--- config.mk ---
export PLATFORM = sky130hd
export DESIGN_NAME = wdc_top
export DESIGN_NICKNAME = d
export VERILOG_FILES = /design/src/design/wdc_pkg.sv /design/src/design/wdc_tick.sv /design/src/design/wdc_top.sv
export VERILOG_INCLUDE_DIRS = /design/src /design/src/design
export SDC_FILE = /design/constraint.sdc
export NUM_CORES = 1
export LEC_CHECK = 0
export ABC_AREA = 1
export BUFFER_PORTS_ARGS = -buffer_cell sky130_fd_sc_hd__buf_2
export CORE_MARGIN = 10
export CORE_UTILIZATION = 52
export DETAILED_ROUTE_END_ITERATION = 12
export HOLD_SLACK_MARGIN = 0.12
export PLACE_DENSITY = 0.8
export SLEW_MARGIN = 10
export SYNTH_ARGS = -nofsm -noshare
export SYNTH_HDL_FRONTEND = slang
export SYNTH_HIERARCHICAL = 1
export SYNTH_SLANG_ARGS = --single-unit
--- constraint.sdc ---
create_clock -name mclk -period 2.95 [get_ports mclk]
set_input_delay 0.59 -clock mclk [delete_from_list [all_inputs] [get_ports mclk]]
set_output_delay 0.59 -clock mclk [all_outputs]
set_load 0.005 [all_outputs]
--- src/design/wdc_defines.svh ---
// Register offsets, field positions and timing counts for the watchdog control block
`ifndef WDC_DEFINES_SVH
`define WDC_DEFINES_SVH
`define WDC_CTRL_ADDR 8'h00
`define WDC_CFG_ADDR 8'h04
`define WDC_STAT_ADDR 8'h08
`define WDC_CNT_ADDR 8'h0c
`define WDC_ENABLE_BIT 15
`define WDC_PS_HI 6
`define WDC_PS_LO 2
`define WDC_WIN_BIT 1
`define WDC_SERVICE_BIT 0
`define WDC_TICK_NS 1000
`define WDC_CLK_NS 50
`define WDC_TICK_CYCLES ((`WDC_TICK_NS + `WDC_CLK_NS - 1) / `WDC_CLK_NS)
`endif

--- src/design/wdc_pkg.sv ---
// Types shared by the watchdog control block
package wdc_pkg;
  typedef struct packed {
    logic [7:0] addr;
    logic [31:0] wdata;
    logic wr;
    logic rd;
  } wdc_bus_t;
  typedef struct packed {
    logic fuse_enable;
    logic [4:0] postscaler_fuses;
  } wdc_cfg_t;
  typedef enum logic [1:0] {WDC_OFF, WDC_RUN, WDC_EXPIRED} wdc_state_t;
endpackage

--- src/design/wdc_tick.sv ---
// Prescaler that turns mclk into a slow watchdog tick
`timescale 1ns/100ps
module wdc_tick #(
  parameter int TICK_CYCLES = 20
) (
  input wire logic mclk,
  input wire logic sys_rst,
  input wire logic run,
  output logic tick
);
  localparam int W = (TICK_CYCLES > 1) ? $clog2(TICK_CYCLES) : 1;
  logic [W-1:0] div;
  // A zero-length tick period has no meaning for the divider
  if (TICK_CYCLES < 1)
  begin : g_bad_tick
    $error("wdc_tick: TICK_CYCLES must be at least 1");
  end
  always_ff @(posedge mclk)
  begin
    if (sys_rst || !run)
    begin
      div <= '0;
      tick <= 1'b0;
    end
    else if (div == W'(TICK_CYCLES - 1))
    begin
      div <= '0;
      tick <= 1'b1;
    end
    else
    begin
      div <= div + 1'b1;
      tick <= 1'b0;
    end
  end
endmodule

--- src/design/wdc_top.sv ---
// Watchdog control register with fuse-or-software enable, window mode, service and timeout
//
// Contract
// [RULE1] Writing one to bit 15 starts the watchdog unless fuses already enabled it.
// [RULE2] Writing zero to bit 15 stops only a software-started watchdog.
// [RULE3] Bit 15 reads one whenever the watchdog runs, fuse or software.
// [RULE4] Bits 6..2 are read-only, reloaded from postscaler fuses at each reset.
// [RULE5] Bit 1 selects windowed operation; zero selects ordinary operation.
// [RULE6] Writing one to bit 0 clears the watchdog counter.
// [RULE7] Writing zero to bit 0 does nothing.
// [RULE8] Bits 31..16 and 14..7 ignore writes and read zero.
// [RULE9] Software avoids register access the cycle after clearing the enable bit.
// [RULE10] Unserviced counter reaching the postscaler timeout raises a reset request.
`timescale 1ns/100ps
`include "wdc_defines.svh"
module wdc_top #(
  parameter int TICK_CYCLES = `WDC_TICK_CYCLES,
  parameter int CNT_W = 32
) (
  input wire logic mclk,
  input wire logic sys_rst,
  input wire wdc_pkg::wdc_bus_t bus,
  input wire wdc_pkg::wdc_cfg_t cfg,
  output logic [31:0] rdata,
  output logic running,
  output logic window_mode,
  output logic timeout_reset,
  output logic window_violation
);
  // Counter width has to fit the 32-bit read path
  if (CNT_W < 17 || CNT_W > 32)
  begin : g_bad_cnt_w
    $error("wdc_top: CNT_W must lie in 17..32");
  end

  logic sw_enable;
  logic fuse_enable;
  logic [4:0] postscaler_shadow;
  logic window_enable;
  logic [CNT_W-1:0] watchdog_counter;
  logic service;
  logic tick;
  logic expired;
  logic win_err;
  wdc_pkg::wdc_state_t state;

  function automatic logic hit(input logic [7:0] a, input logic [7:0] off);
    hit = (a == off);
  endfunction

  // Timeout in ticks is 2^postscaler, capped by counter width
  function automatic logic [CNT_W-1:0] limit(input logic [4:0] ps);
    limit = (ps >= 5'(CNT_W - 1)) ? {1'b0, {(CNT_W-1){1'b1}}} : CNT_W'(1) << ps;
  endfunction

  wire wr_ctrl = bus.wr && hit(bus.addr, `WDC_CTRL_ADDR);
  wire run_now = fuse_enable || sw_enable; // [RULE3]

  // Fuses and shadow are caught by a clocked process while reset is held
  always_ff @(posedge mclk)
  begin
    if (sys_rst)
    begin
      fuse_enable <= cfg.fuse_enable;
      postscaler_shadow <= cfg.postscaler_fuses; // [RULE4]
    end
  end

  always_ff @(posedge mclk)
  begin
    if (sys_rst)
      sw_enable <= 1'b0;
    else if (wr_ctrl)
      sw_enable <= bus.wdata[`WDC_ENABLE_BIT]; // [RULE1] [RULE2] fuse enable keeps it running regardless
  end

  always_ff @(posedge mclk)
  begin
    if (sys_rst)
      window_enable <= 1'b0;
    else if (wr_ctrl)
      window_enable <= bus.wdata[`WDC_WIN_BIT]; // [RULE5]
  end

  // Service bit is write-one only and never stored, so it always reads zero
  always_ff @(posedge mclk)
  begin
    if (sys_rst)
      service <= 1'b0;
    else
      service <= wr_ctrl && bus.wdata[`WDC_SERVICE_BIT]; // [RULE6] [RULE7]
  end

  wdc_tick #(.TICK_CYCLES(TICK_CYCLES)) u_tick (
    .mclk(mclk),
    .sys_rst(sys_rst),
    .run(running),
    .tick(tick)
  );

  always_ff @(posedge mclk)
  begin
    if (sys_rst)
    begin
      state <= wdc_pkg::WDC_OFF;
      watchdog_counter <= '0;
      expired <= 1'b0;
      win_err <= 1'b0;
    end
    else
    begin
      unique case (state)
        wdc_pkg::WDC_OFF:
        begin
          watchdog_counter <= '0;
          if (run_now)
            state <= wdc_pkg::WDC_RUN;
        end
        wdc_pkg::WDC_RUN:
        begin
          if (!run_now)
          begin
            state <= wdc_pkg::WDC_OFF;
            watchdog_counter <= '0;
          end
          else if (service)
          begin
            // Servicing in the first half of the period in window mode is a violation
            if (window_enable && watchdog_counter < (limit(postscaler_shadow) >> 1))
            begin
              win_err <= 1'b1;
              state <= wdc_pkg::WDC_EXPIRED;
            end
            watchdog_counter <= '0; // [RULE6]
          end
          else if (tick)
          begin
            if (watchdog_counter + 1'b1 >= limit(postscaler_shadow))
            begin
              expired <= 1'b1; // [RULE10]
              state <= wdc_pkg::WDC_EXPIRED;
            end
            watchdog_counter <= watchdog_counter + 1'b1;
          end
        end
        wdc_pkg::WDC_EXPIRED:
        begin
          // Held until a system reset; the request must not drop by itself
          state <= wdc_pkg::WDC_EXPIRED;
        end
      endcase
    end
  end

  always_ff @(posedge mclk)
  begin
    if (sys_rst)
    begin
      running <= 1'b0;
      window_mode <= 1'b0;
      timeout_reset <= 1'b0;
      window_violation <= 1'b0;
    end
    else
    begin
      running <= run_now && state != wdc_pkg::WDC_EXPIRED;
      window_mode <= window_enable;
      timeout_reset <= expired || win_err; // [RULE10]
      window_violation <= win_err;
    end
  end

  // Read data valid only in the cycle after the strobe; unmapped reads give zero
  always_ff @(posedge mclk)
  begin
    if (sys_rst)
      rdata <= 32'h0000_0000;
    else if (!bus.rd)
      rdata <= 32'h0000_0000;
    else if (hit(bus.addr, `WDC_CTRL_ADDR))
      rdata <= {16'h0000, run_now, 8'h00, postscaler_shadow, window_enable, 1'b0}; // [RULE3] [RULE8]
    else if (hit(bus.addr, `WDC_STAT_ADDR))
      rdata <= {29'h0, win_err, expired, fuse_enable};
    else if (hit(bus.addr, `WDC_CNT_ADDR))
      rdata <= 32'(watchdog_counter);
    else
      rdata <= 32'h0000_0000;
  end

  a_fuse_keeps_run: assert property (@(posedge mclk) disable iff (sys_rst)
    (fuse_enable && bus.rd && hit(bus.addr, `WDC_CTRL_ADDR)) |=> rdata[`WDC_ENABLE_BIT])
    else $error("Fuse-enabled watchdog read as stopped"); // [RULE2]
  a_sw_start: assert property (@(posedge mclk) disable iff (sys_rst)
    (wr_ctrl && bus.wdata[`WDC_ENABLE_BIT]) |=> sw_enable)
    else $error("Software enable not taken"); // [RULE1]
  a_read_enable: assert property (@(posedge mclk) disable iff (sys_rst)
    (bus.rd && hit(bus.addr, `WDC_CTRL_ADDR)) |=> rdata[`WDC_ENABLE_BIT] == $past(run_now))
    else $error("Enable bit read mismatch"); // [RULE3]
  a_shadow_stable: assert property (@(posedge mclk) disable iff (sys_rst)
    (bus.rd && hit(bus.addr, `WDC_CTRL_ADDR)) |=>
    rdata[`WDC_PS_HI:`WDC_PS_LO] == $past(postscaler_shadow) && $stable(postscaler_shadow))
    else $error("Postscaler shadow changed outside reset"); // [RULE4]
  a_window_bit: assert property (@(posedge mclk) disable iff (sys_rst)
    wr_ctrl |=> ##1 window_mode == $past(bus.wdata[`WDC_WIN_BIT], 2))
    else $error("Window mode not following write"); // [RULE5]
  a_service_clears: assert property (@(posedge mclk) disable iff (sys_rst)
    (service && state == wdc_pkg::WDC_RUN && run_now) |=> watchdog_counter == '0)
    else $error("Service did not clear counter"); // [RULE6]
  a_zero_no_service: assert property (@(posedge mclk) disable iff (sys_rst)
    (wr_ctrl && !bus.wdata[`WDC_SERVICE_BIT]) |=> !service)
    else $error("Writing zero serviced the watchdog"); // [RULE7]
  a_reserved_zero: assert property (@(posedge mclk) disable iff (sys_rst)
    rdata[31:16] == 16'h0000 && rdata[14:7] == 8'h00 || !$past(hit(bus.addr, `WDC_CTRL_ADDR)))
    else $error("Reserved bits read nonzero"); // [RULE8]
  a_timeout_hold: assert property (@(posedge mclk) disable iff (sys_rst)
    expired |=> timeout_reset [*3])
    else $error("Timeout request not held"); // [RULE10]

  c_sw_start: cover property (@(posedge mclk) disable iff (sys_rst) !running ##1 running);
  c_timeout: cover property (@(posedge mclk) disable iff (sys_rst) $rose(timeout_reset));
  c_window_err: cover property (@(posedge mclk) disable iff (sys_rst) $rose(window_violation));
  c_service: cover property (@(posedge mclk) disable iff (sys_rst) service && running);
endmodule

; ---- Word-level counts from Yosys, hierarchy flattened
; Cells that the tools add are included.
[totals]
register_bits = 87
output_inout_bits = 36
wordCells = 72
[classes]
shifts = 1
n_addsub = 2
bitwise = 3
n_lt_le_gt_ge = 3
n_eq_ne = 10
n_mux = 16
n_reduce_logical = 19
[op_table]
columns = cell, n
row1 = $mux W32, 4
row2 = $pmux W32 S2, 1
row3 = $mux W16, 3
row4 = $add A32 B1 Y32 const B, 1
row5 = $ge A32 B32 Y1, 1
row6 = $lt A32 B31 Y1, 1
row7 = $shl A1 B5 Y32 const A, 1
row8 = $eq A8 B4 Y1 const B, 2
row9 = $mux W2, 6
row10 = $logic_not A8 Y1, 1
row11 = $ne A4 B4 Y1 const B, 2
row12 = $reduce_and A4 Y1, 2
row13 = $pmux W2 S3, 1
row14 = $add A5 B1 Y5 const B, 1
row15 = $eq A5 B5 Y1 const B, 1
row16 = $ge A5 B5 Y1 const B, 1
row17 = $reduce_and A5 Y1, 1
row18 = $reduce_or A5 Y1, 1
row19 = $logic_and A1 B1 Y1, 4
row20 = $ne A2 B2 Y1 const B, 2
row21 = $ne A4 B3 Y1 const B, 1
row22 = $reduce_or A2 Y1, 2
row23 = $logic_or A1 B1 Y1, 3
row24 = $not A1 Y1, 3
row25 = other kinds (8), 8

; ---- Logic depth before layout (Yosys ltp)
; Gate-level depths: netlist (run 1).
[depth]
depth_word = 8
depth_mapped = 23
mapped_depth_nobuf = 23

; ---- Hierarchy
; Netlist (run 1), hierarchy kept.
[by_module_without_submodules]
columns = mod, area_per_inst_um2, n_inst, seq_area_each_um2, cells_per_inst
row1 = wdc_top, 5232.5, 1, 1681.6, 725
row2 = wdc_tick, 270.3, 1, 120.1, 36

; ---- Least setup slack after synthesis (run 1)
; Ideal clock, no wire load.
[synth_timing]
path_type = register to register
startpoint = reg watchdog_counter[1]
endpoint = reg state[0]
n_path_buf = 0
arrival_time_ns = 2.971
period_less_slack_ns = 3.086
setup_slack_ns = -0.136
path_stages_with_launch = 24
required_ns = 2.835
cell_sequence = dfxtp_1 > ha_1 > nand4_1 > nor2_2 > inv_2 > nor2_4 > inv_2 > nor2_4 > nand2_1 > nor2_2 > nand4_1 > xor2_1 > ha_1 > nand2_1 > nor2_1 > nand2_1 > nor4_1 > nand4_1 > nand3_1 > o21bai_1 > inv_1 > nand3_1 > nand2_1 > nor2_1
[synth_via]
elab_chain_len = 4
elab_cells_between_ends = 7
[synth_lines]
columns = element, line_no
row1 = "start, declared", wdc_top.sv:40  ; logic [CNT_W-1:0] watchdog_counter;
row2 = "start signal, assigned", wdc_top.sv:143  ; watchdog_counter <= watchdog_counter + 1'b1;
row3 = $add A32 B1 Y32 / $lt A32 B31 Y1 (equally long branches), "wdc_top.sv:138, wdc_top.sv:129"
row4 = $ge A32 B32 Y1 / $logic_and A1 B1 Y1 (equally long branches), "wdc_top.sv:138, wdc_top.sv:129"
row5 = $ne A4 B4 Y1 (no source line), -
row6 = $reduce_and A4 Y1 (no source line) (*), -
row7 = "end signal, assigned", wdc_top.sv:132  ; state <= wdc_pkg::WDC_EXPIRED;
row8 = "end signal, assigned", wdc_top.sv:141  ; state <= wdc_pkg::WDC_EXPIRED;
row9 = "end signal, assigned", wdc_top.sv:149  ; state <= wdc_pkg::WDC_EXPIRED;
row10 = "end, declared", wdc_top.sv:45  ; wdc_pkg::wdc_state_t state;
; Mark *: on every way between the ends. The rest lies on a longest branch, timed or not.
; A chain may end at the register's enable or synchronous reset.

; ---- Worst setup path after layout (run 1)
[layout_timing]
startpoint = reg watchdog_counter[1]
endpoint = reg state[1]
; Same word-level chain as after synthesis.

==> results.md, run 1 <==
### Run status
* **status** finished with violations
* **violations in the final reports** setup timing

### Synthesis
* **top post-synthesis cells by area** dfxtp_1 29%, ha_1 15%, nand2_1 13%, a21oi_1 6.8%, inv_1 6.8%
* **largest area contributor in the synthesized netlist** dfxtp_1
* **FF+latch count, synth** 87
* **Synth Cell Area** 5503 sq um
* **Post-synth EDFFs** 6
* **register area share after synthesis** 32.74%
* **count of warnings emitted by yosys** 6
* **mean cell area of the mapped netlist** 7.231 sq um
* **Async S/R FF share, synth** 0%
* **most used flip-flop cell after synthesis** dfxtp_1
* **cells after synthesis** 761
* **proportion of netlist area held by the largest area contributor** 29.47%
* **most common cell in the netlist** nand2_1
* **leading cell types by count after synthesis** 189 x nand2_1, 99 x inv_1, 81 x dfxtp_1, 75 x a21oi_1, 74 x nor2_1
* **count of cell types in the netlist** 42

### Timing
* **Final Setup Violations** 4
* **Final period util** 112.5%
* **worst hold slack after final layout** 361.8 ps
* **Hold Vio Cnt, Final** 0
* **setup skew after layout** 17.84 ps
* **least setup slack across all paths after layout** -367.4 ps
* **count of final max-slew check failures** 0
* **setup TNS after final layout** -1362 ps
* **f_max** 301.4 MHz
* **transition time at the pin with the least slew margin** 576.8 ps
* **shortest clock period the worst path allows after layout** 3317 ps
* **unrepaired setup endpoints after global routing** true
* **Slew headroom** 61.40%

### Run
* **number of max-cap violations** 0

### Cells and area
* **synth-to-layout area growth** 28.63%
* **layout cell share with drive strength beyond 1** 25.92%
* **final core utilization** 68.56%
* **final antenna diode count** 0
* **final layout net count** 1,034
* **count of filler cells inserted in the layout** 820

### Floorplan
* **effective utilization at floorplan** 53.30%
* **Die H** 122.9 um
* **number of cell rows** 37
* **die outline area** 15,100 sq um
* **Die X-Extent** 122.9 um
* **core area** 10,320 sq um
* **Ports** 86

### Detailed routing
* **Antenna Violating Nets Remaining** 0
* **number of DRC markers in iteration 0** 544
* **DRC violations left** 0
* **detailed-route wire length** 15,840 um
* **number of vias after detailed routing** 5,642
* **drt pass-1 iters** 5
* **average routed wire per standard cell** 14.97 um
* **via count normalized by instance count** 5.333

### Place
* **final weighted congestion in routability-driven placement** 0.9473
* **post-detail-place hpwl** 11,350 um
* **number of input and output port buffers inserted** 56

### Setup path
* **startpoint class of the critical path** register
* **worst setup path class** reg2reg
* **data required time at the worst endpoint** 3240 ps
* **biggest fanout along the worst timing path** 4
* **element type at the critical path end** register
* **arrival time worst endpoint** 3610 ps

### Clocking
* **Root Buffer Master** clkbuf_8
* **number of clock sinks** 87
* **clock tree from TritonCTS** yes
* **CTS buffer count** 9
* **clock transition time at the flip-flop clock pins of the worst setup and hold paths** 100 ps
* **level count of the clock H-tree** 3
* **Max Buffers Root-to-Sink** 2
* **hold buffer count at CTS** 0
* **clock latency on the worst-skew pair** 400 ps

### Pwr
* **Switching Fraction** 32.21%
* **worst ir drop on vdd** 503.5 uV
* **sequential power share** 45.2%
* **P_leak** 3.465 nW
* **Pwr per Cell Area** 384.7 nW/um^2
* **Total Power Consumption** 2.723 mW
* **combinational cell fraction of total power** 21.1%
* **power spent charging and discharging nets** 877.0 uW
* **Cell Int Power** 1.846 mW
* **Clock power frac** 33.7%

### Global routing
* **grt ovf** 0
* **number of global-route vias before repair** 5,606
* **wire length of the first global-routing pass** 25,890 um
* **pin count of the biggest net entering global routing** 47
* **antenna violations before repair** 0
* **global-route usage over all layers** 21.30%

### Hold path
* **type of the tightest min-delay check** in2reg

-- final cells by class --
class	instances	area [sq um]	area share [%]
multi-input combinational	552	3405	48.10
sequential	87	1812	25.60
timing repair buffer	161	1076	15.20
inverter	106	400.4	5.657
tap	136	170.2	2.404
clock buffer	10	148.9	2.104
clock inverter	6	66.31	0.9369
-- cell families after synthesis --
kind of cell | count (synthesis) | share of synthesized area (%)
adders and majority gates | 67 | 15.23
and+or+nand+nor | 340 | 27.38
AOI/OAI and AO/OA | 116 | 11.62
buffers and inverters | 123 | 8.663
xor gates and xnor gates | 27 | 4.297
DFF | 87 | 32.74
other | 1 | 0.06815
-- cell usage in the layout, fill, tap and decap left out, types with 8 or more instances in the layout --
master and instances:
nand2_1 185, buf_4 103, inv_1 95, dfxtp_1 77, a21oi_1 71, nor2_1 70, ha_1 63, buf_2 56
xor2_1 23, nand3_1 21, o21ai_0 15, nand4_1 13, nor3_1 11, clkbuf_8 9, inv_2 8
-- power by group through the flow --
stage | clock (mW) | sequential [mW] | combinational (mW)
after floorplan | 0 | 1.25 | 0.349
after global placement | 0 | 1.26 | 0.519
after detailed placement | 0 | 1.26 | 0.535
after CTS | 0.929 | 1.23 | 0.552
after global routing | 0.992 | 1.23 | 0.641
final | 0.919 | 1.23 | 0.574
-- final timing paths --
check                                     startpoint  cells after the start  slack [ps]              endpoint
worst max-delay path             watchdog_counter[1]                     23        -370              state[1]
worst max register to register   watchdog_counter[1]                     23        -370              state[1]
worst min register to register  watchdog_counter[19]                      2         460             rdata[19]
worst min-delay path                          cfg[3]                      1         360  postscaler_shadow[3]
-- sequential cells by signal, summed over array words and instances, names as in the netlist --
signal / cells
state: 2
watchdog_counter: 32
window_violation: 1
timeout_reset: 1
window_mode: 1
win_err: 1
u_tick/div: 5
sw_enable: 1
rdata: 32
running: 1
u_tick/tick: 1
postscaler_shadow: 5
expired: 1
fuse_enable: 1
window_enable: 1
service: 1
-- critical path, stage by stage, from the launching register on --
cell and delay [ps]:
dfxtp_4 380, ha_4 140, nand4_1 150, nor2_2 200, inv_2 60, nor2_4 150
inv_4 70, nor2_4 130, nand2_4 70, nor2_4 130, nand4_1 140, xor2_2 190
ha_1 290, nand2_2 70, nor2_4 140, nand2_2 70, nor4_4 170, nand4_1 150
nand3_2 120, o21bai_1 90, inv_2 90, nand3_1 90, nand2_1 80, nor2_1 40
-- what timing repair did --
action / CTS / global route
setup endpoints to repair: 3 / 4
buffers inserted: 20 / 9
pin swaps: 11 / 20
resized for setup: 19 / 20
-- routing by layer --
metal	GRT usage, %	part of all wire, %
met5	0	0
met4	10.53	3.4
met3	4.637	5.5
met2	36.24	50
met1	24.78	41
-- stage by stage --
step                      setup slack, ps  instances  area (sq um)
after CTS                          -285.4       1050          6949
after floorplan                     16.01        762          5530
after global routing               -607.9       1058          7078
after global placement             -314.7       1014          6486
final                              -367.4       1058          7078
after detailed placement           -434.9       1014          6486
Power figures use the tool's default switching activity.
==> run 2, diff against run 1 <==
REMOVE_ABC_BUFFERS = 1   (was default)
SLEW_MARGIN = default   (was 10)
==> results.md, run 2 (synthesized netlist as in run 1, its figures left out) <==
### Timing
* **shortest clock period the worst path allows after layout** 3468 ps
* **least setup slack across all paths after layout** -518.3 ps
* **Final Setup Violations** 4
* **count of final max-slew check failures** 0
* **setup skew after layout** 11.51 ps
* **Final period util** 117.6%
* **Slew headroom** 62.31%
* **Hold Vio Cnt, Final** 0
* **f_max** 288.3 MHz
* **unrepaired setup endpoints after global routing** true
* **worst hold slack after final layout** 378.0 ps
* **transition time at the pin with the least slew margin** 565.4 ps

### Global routing
* **wire length of the first global-routing pass** 24,050 um
* **antenna violations before repair** 0
* **global-route usage over all layers** 19.50%
* **pin count of the biggest net entering global routing** 47
* **number of global-route vias before repair** 5,197
* **grt ovf** 0

### Clocking
* **hold buffer count at CTS** 0
* **clock transition time at the flip-flop clock pins of the worst setup and hold paths** 100 ps
* **clock tree from TritonCTS** yes
* **clock latency on the worst-skew pair** 380 ps
* **Max Buffers Root-to-Sink** 2
* **level count of the clock H-tree** 3
* **CTS buffer count** 9
* **Root Buffer Master** clkbuf_8
* **number of clock sinks** 87

### Detailed routing
* **detailed-route wire length** 15,130 um
* **number of DRC markers in iteration 0** 352
* **via count normalized by instance count** 5.239
* **average routed wire per standard cell** 14.34 um
* **number of vias after detailed routing** 5,527
* **Antenna Violating Nets Remaining** 0
* **DRC violations left** 0
* **drt pass-1 iters** 5

### Run status
* **status** finished with violations
* **violations in the final reports** setup timing

### Setup path
* **data required time at the worst endpoint** 3270 ps
* **critical path's largest stage delay** 380 ps
* **arrival time worst endpoint** 3790 ps
* **highest-delay cell along the critical path** dfxtp_4
* **startpoint class of the critical path** register
* **sum of buffers and inverters on the critical path** 4
* **element type at the critical path end** register
* **biggest fanout along the worst timing path** 4
* **dominant delay contributor by cell family on the critical path** simple AND/OR/NAND/NOR gates
* **worst path cell trace** buf_6, nand2_4, nor2_4, nand3_4, nor2_4, nand2_4, nor3_4, nand4_4, buf_4, xor2_1, inv_1, ha_4, a21oi_1, o21ai_0, nor2_1, o21ai_1, a31oi_1, nand3_2, o21bai_1, inv_1, nand3_1, nand2_1, nor2_1
* **worst setup path class** reg2reg

### Cells and area
* **layout cell share with drive strength beyond 1** 24.92%
* **synth-to-layout area growth** 28.72%
* **commonest cells after routing, fill and taps aside** 182 x nand2_1, 98 x inv_1, 91 x buf_4, 78 x dfxtp_1, 75 x a21oi_1
* **final layout net count** 1,031
* **area used by multi-input combinational logic** 3407 sq um
* **final antenna diode count** 0
* **Non-Filler Instances** 1,055
* **registers with the highest flip-flop counts** rdata x32, watchdog_counter x32
* **leading cell type in the layout, fill and taps excluded** nand2_1
* **FF+latch area** 1810 sq um
* **count of filler cells inserted in the layout** 798

### Pwr
* **worst ir drop on vdd** 573.5 uV
* **Pwr per Cell Area** 375.6 nW/um^2
* **P_leak** 3.481 nW

### Place
* **number of input and output port buffers inserted** 56
* **post-detail-place hpwl** 10,550 um
* **Cells after DPL** 1,016
* **final weighted congestion in routability-driven placement** 0.9469

### Run
* **number of max-cap violations** 0

### Floorplan
* **Die H** 122.9 um
* **die outline area** 15,100 sq um
* **core area** 10,320 sq um
* **effective utilization at floorplan** 53.30%
* **Die X-Extent** 122.9 um
* **Ports** 86
* **number of cell rows** 37

### Hold path
* **type of the tightest min-delay check** in2reg

run 2: cell types whose count changed in the layout (fill, tap and decap cells not counted), moves of 2 or more:
cell	delta
buf_4	-12
buf_6	+9
a21oi_1	+4
a21oi_2	-4
inv_1	+3
inv_2	-3
nand2_1	-3
clkinvlp_4	-2
inv_6	+2
nand2_2	+2
run 2: per-stage QoR:
| step | setup TNS [ps] | instance area, sq um | util [%] | power, mW | setup slack, ps |
|---|---|---|---|---|---|
| after global placement | -842.8 | 6477 | 62.74 | 1.756 | -353.9 |
| after detailed placement | -1194 | 6477 | 62.74 | 1.762 | -471.0 |
| after floorplan | -269.7 | 5428 | - | 1.570 | -136.1 |
| final | -1668 | 7083 | 68.61 | 2.661 | -518.3 |
| after global routing | -2506 | 7083 | 68.61 | 2.780 | -774.0 |
| after CTS | -1188 | 6904 | 66.88 | 2.649 | -387.3 |
run 2: area by class of cell:
| class | instances | share of cell area [%] |
|---|---|---|
| clock inverter | 7 | 1.184 |
| tap | 136 | 2.402 |
| timing repair buffer | 158 | 15.35 |
| inverter | 106 | 5.653 |
| multi-input combinational | 552 | 48.10 |
| clock buffer | 9 | 1.749 |
| sequential | 87 | 25.56 |
run 2: worst paths after layout:
check / slack, ps / cells past startpoint / to / startpoint
max: -520 / 23 / state[0] / watchdog_counter[1]
min: 380 / 1 / postscaler_shadow[1] / cfg[1]
max reg2reg: -520 / 23 / state[0] / watchdog_counter[1]
min reg2reg: 480 / 2 / sw_enable / sw_enable
run 2: power breakdown:
part | leakage (nW) | switching (mW) | total, mW | internal, mW
Clock | 0.108 | 0.484 | 0.893 | 0.409
Combinational | 2.66 | 0.369 | 0.540 | 0.171
Sequential | 0.714 | 0.0186 | 1.23 | 1.21
run 2: per-layer routing:
metal | up-vias | global-route usage (%) | share of wire [%]
li1 | 2779 | - | -
met1 | 2544 | 22.97 | 43
met2 | 155 | 34.10 | 49
met3 | 49 | 3.811 | 4.9
met4 | 0 | 7.511 | 3.0
met5 | - | 0 | 0
run 2: repair_timing:
item                       CTS  global route
buffers inserted            18             5
pin swaps                   15            26
setup endpoints to repair    3             4
gates resized for setup     17            32
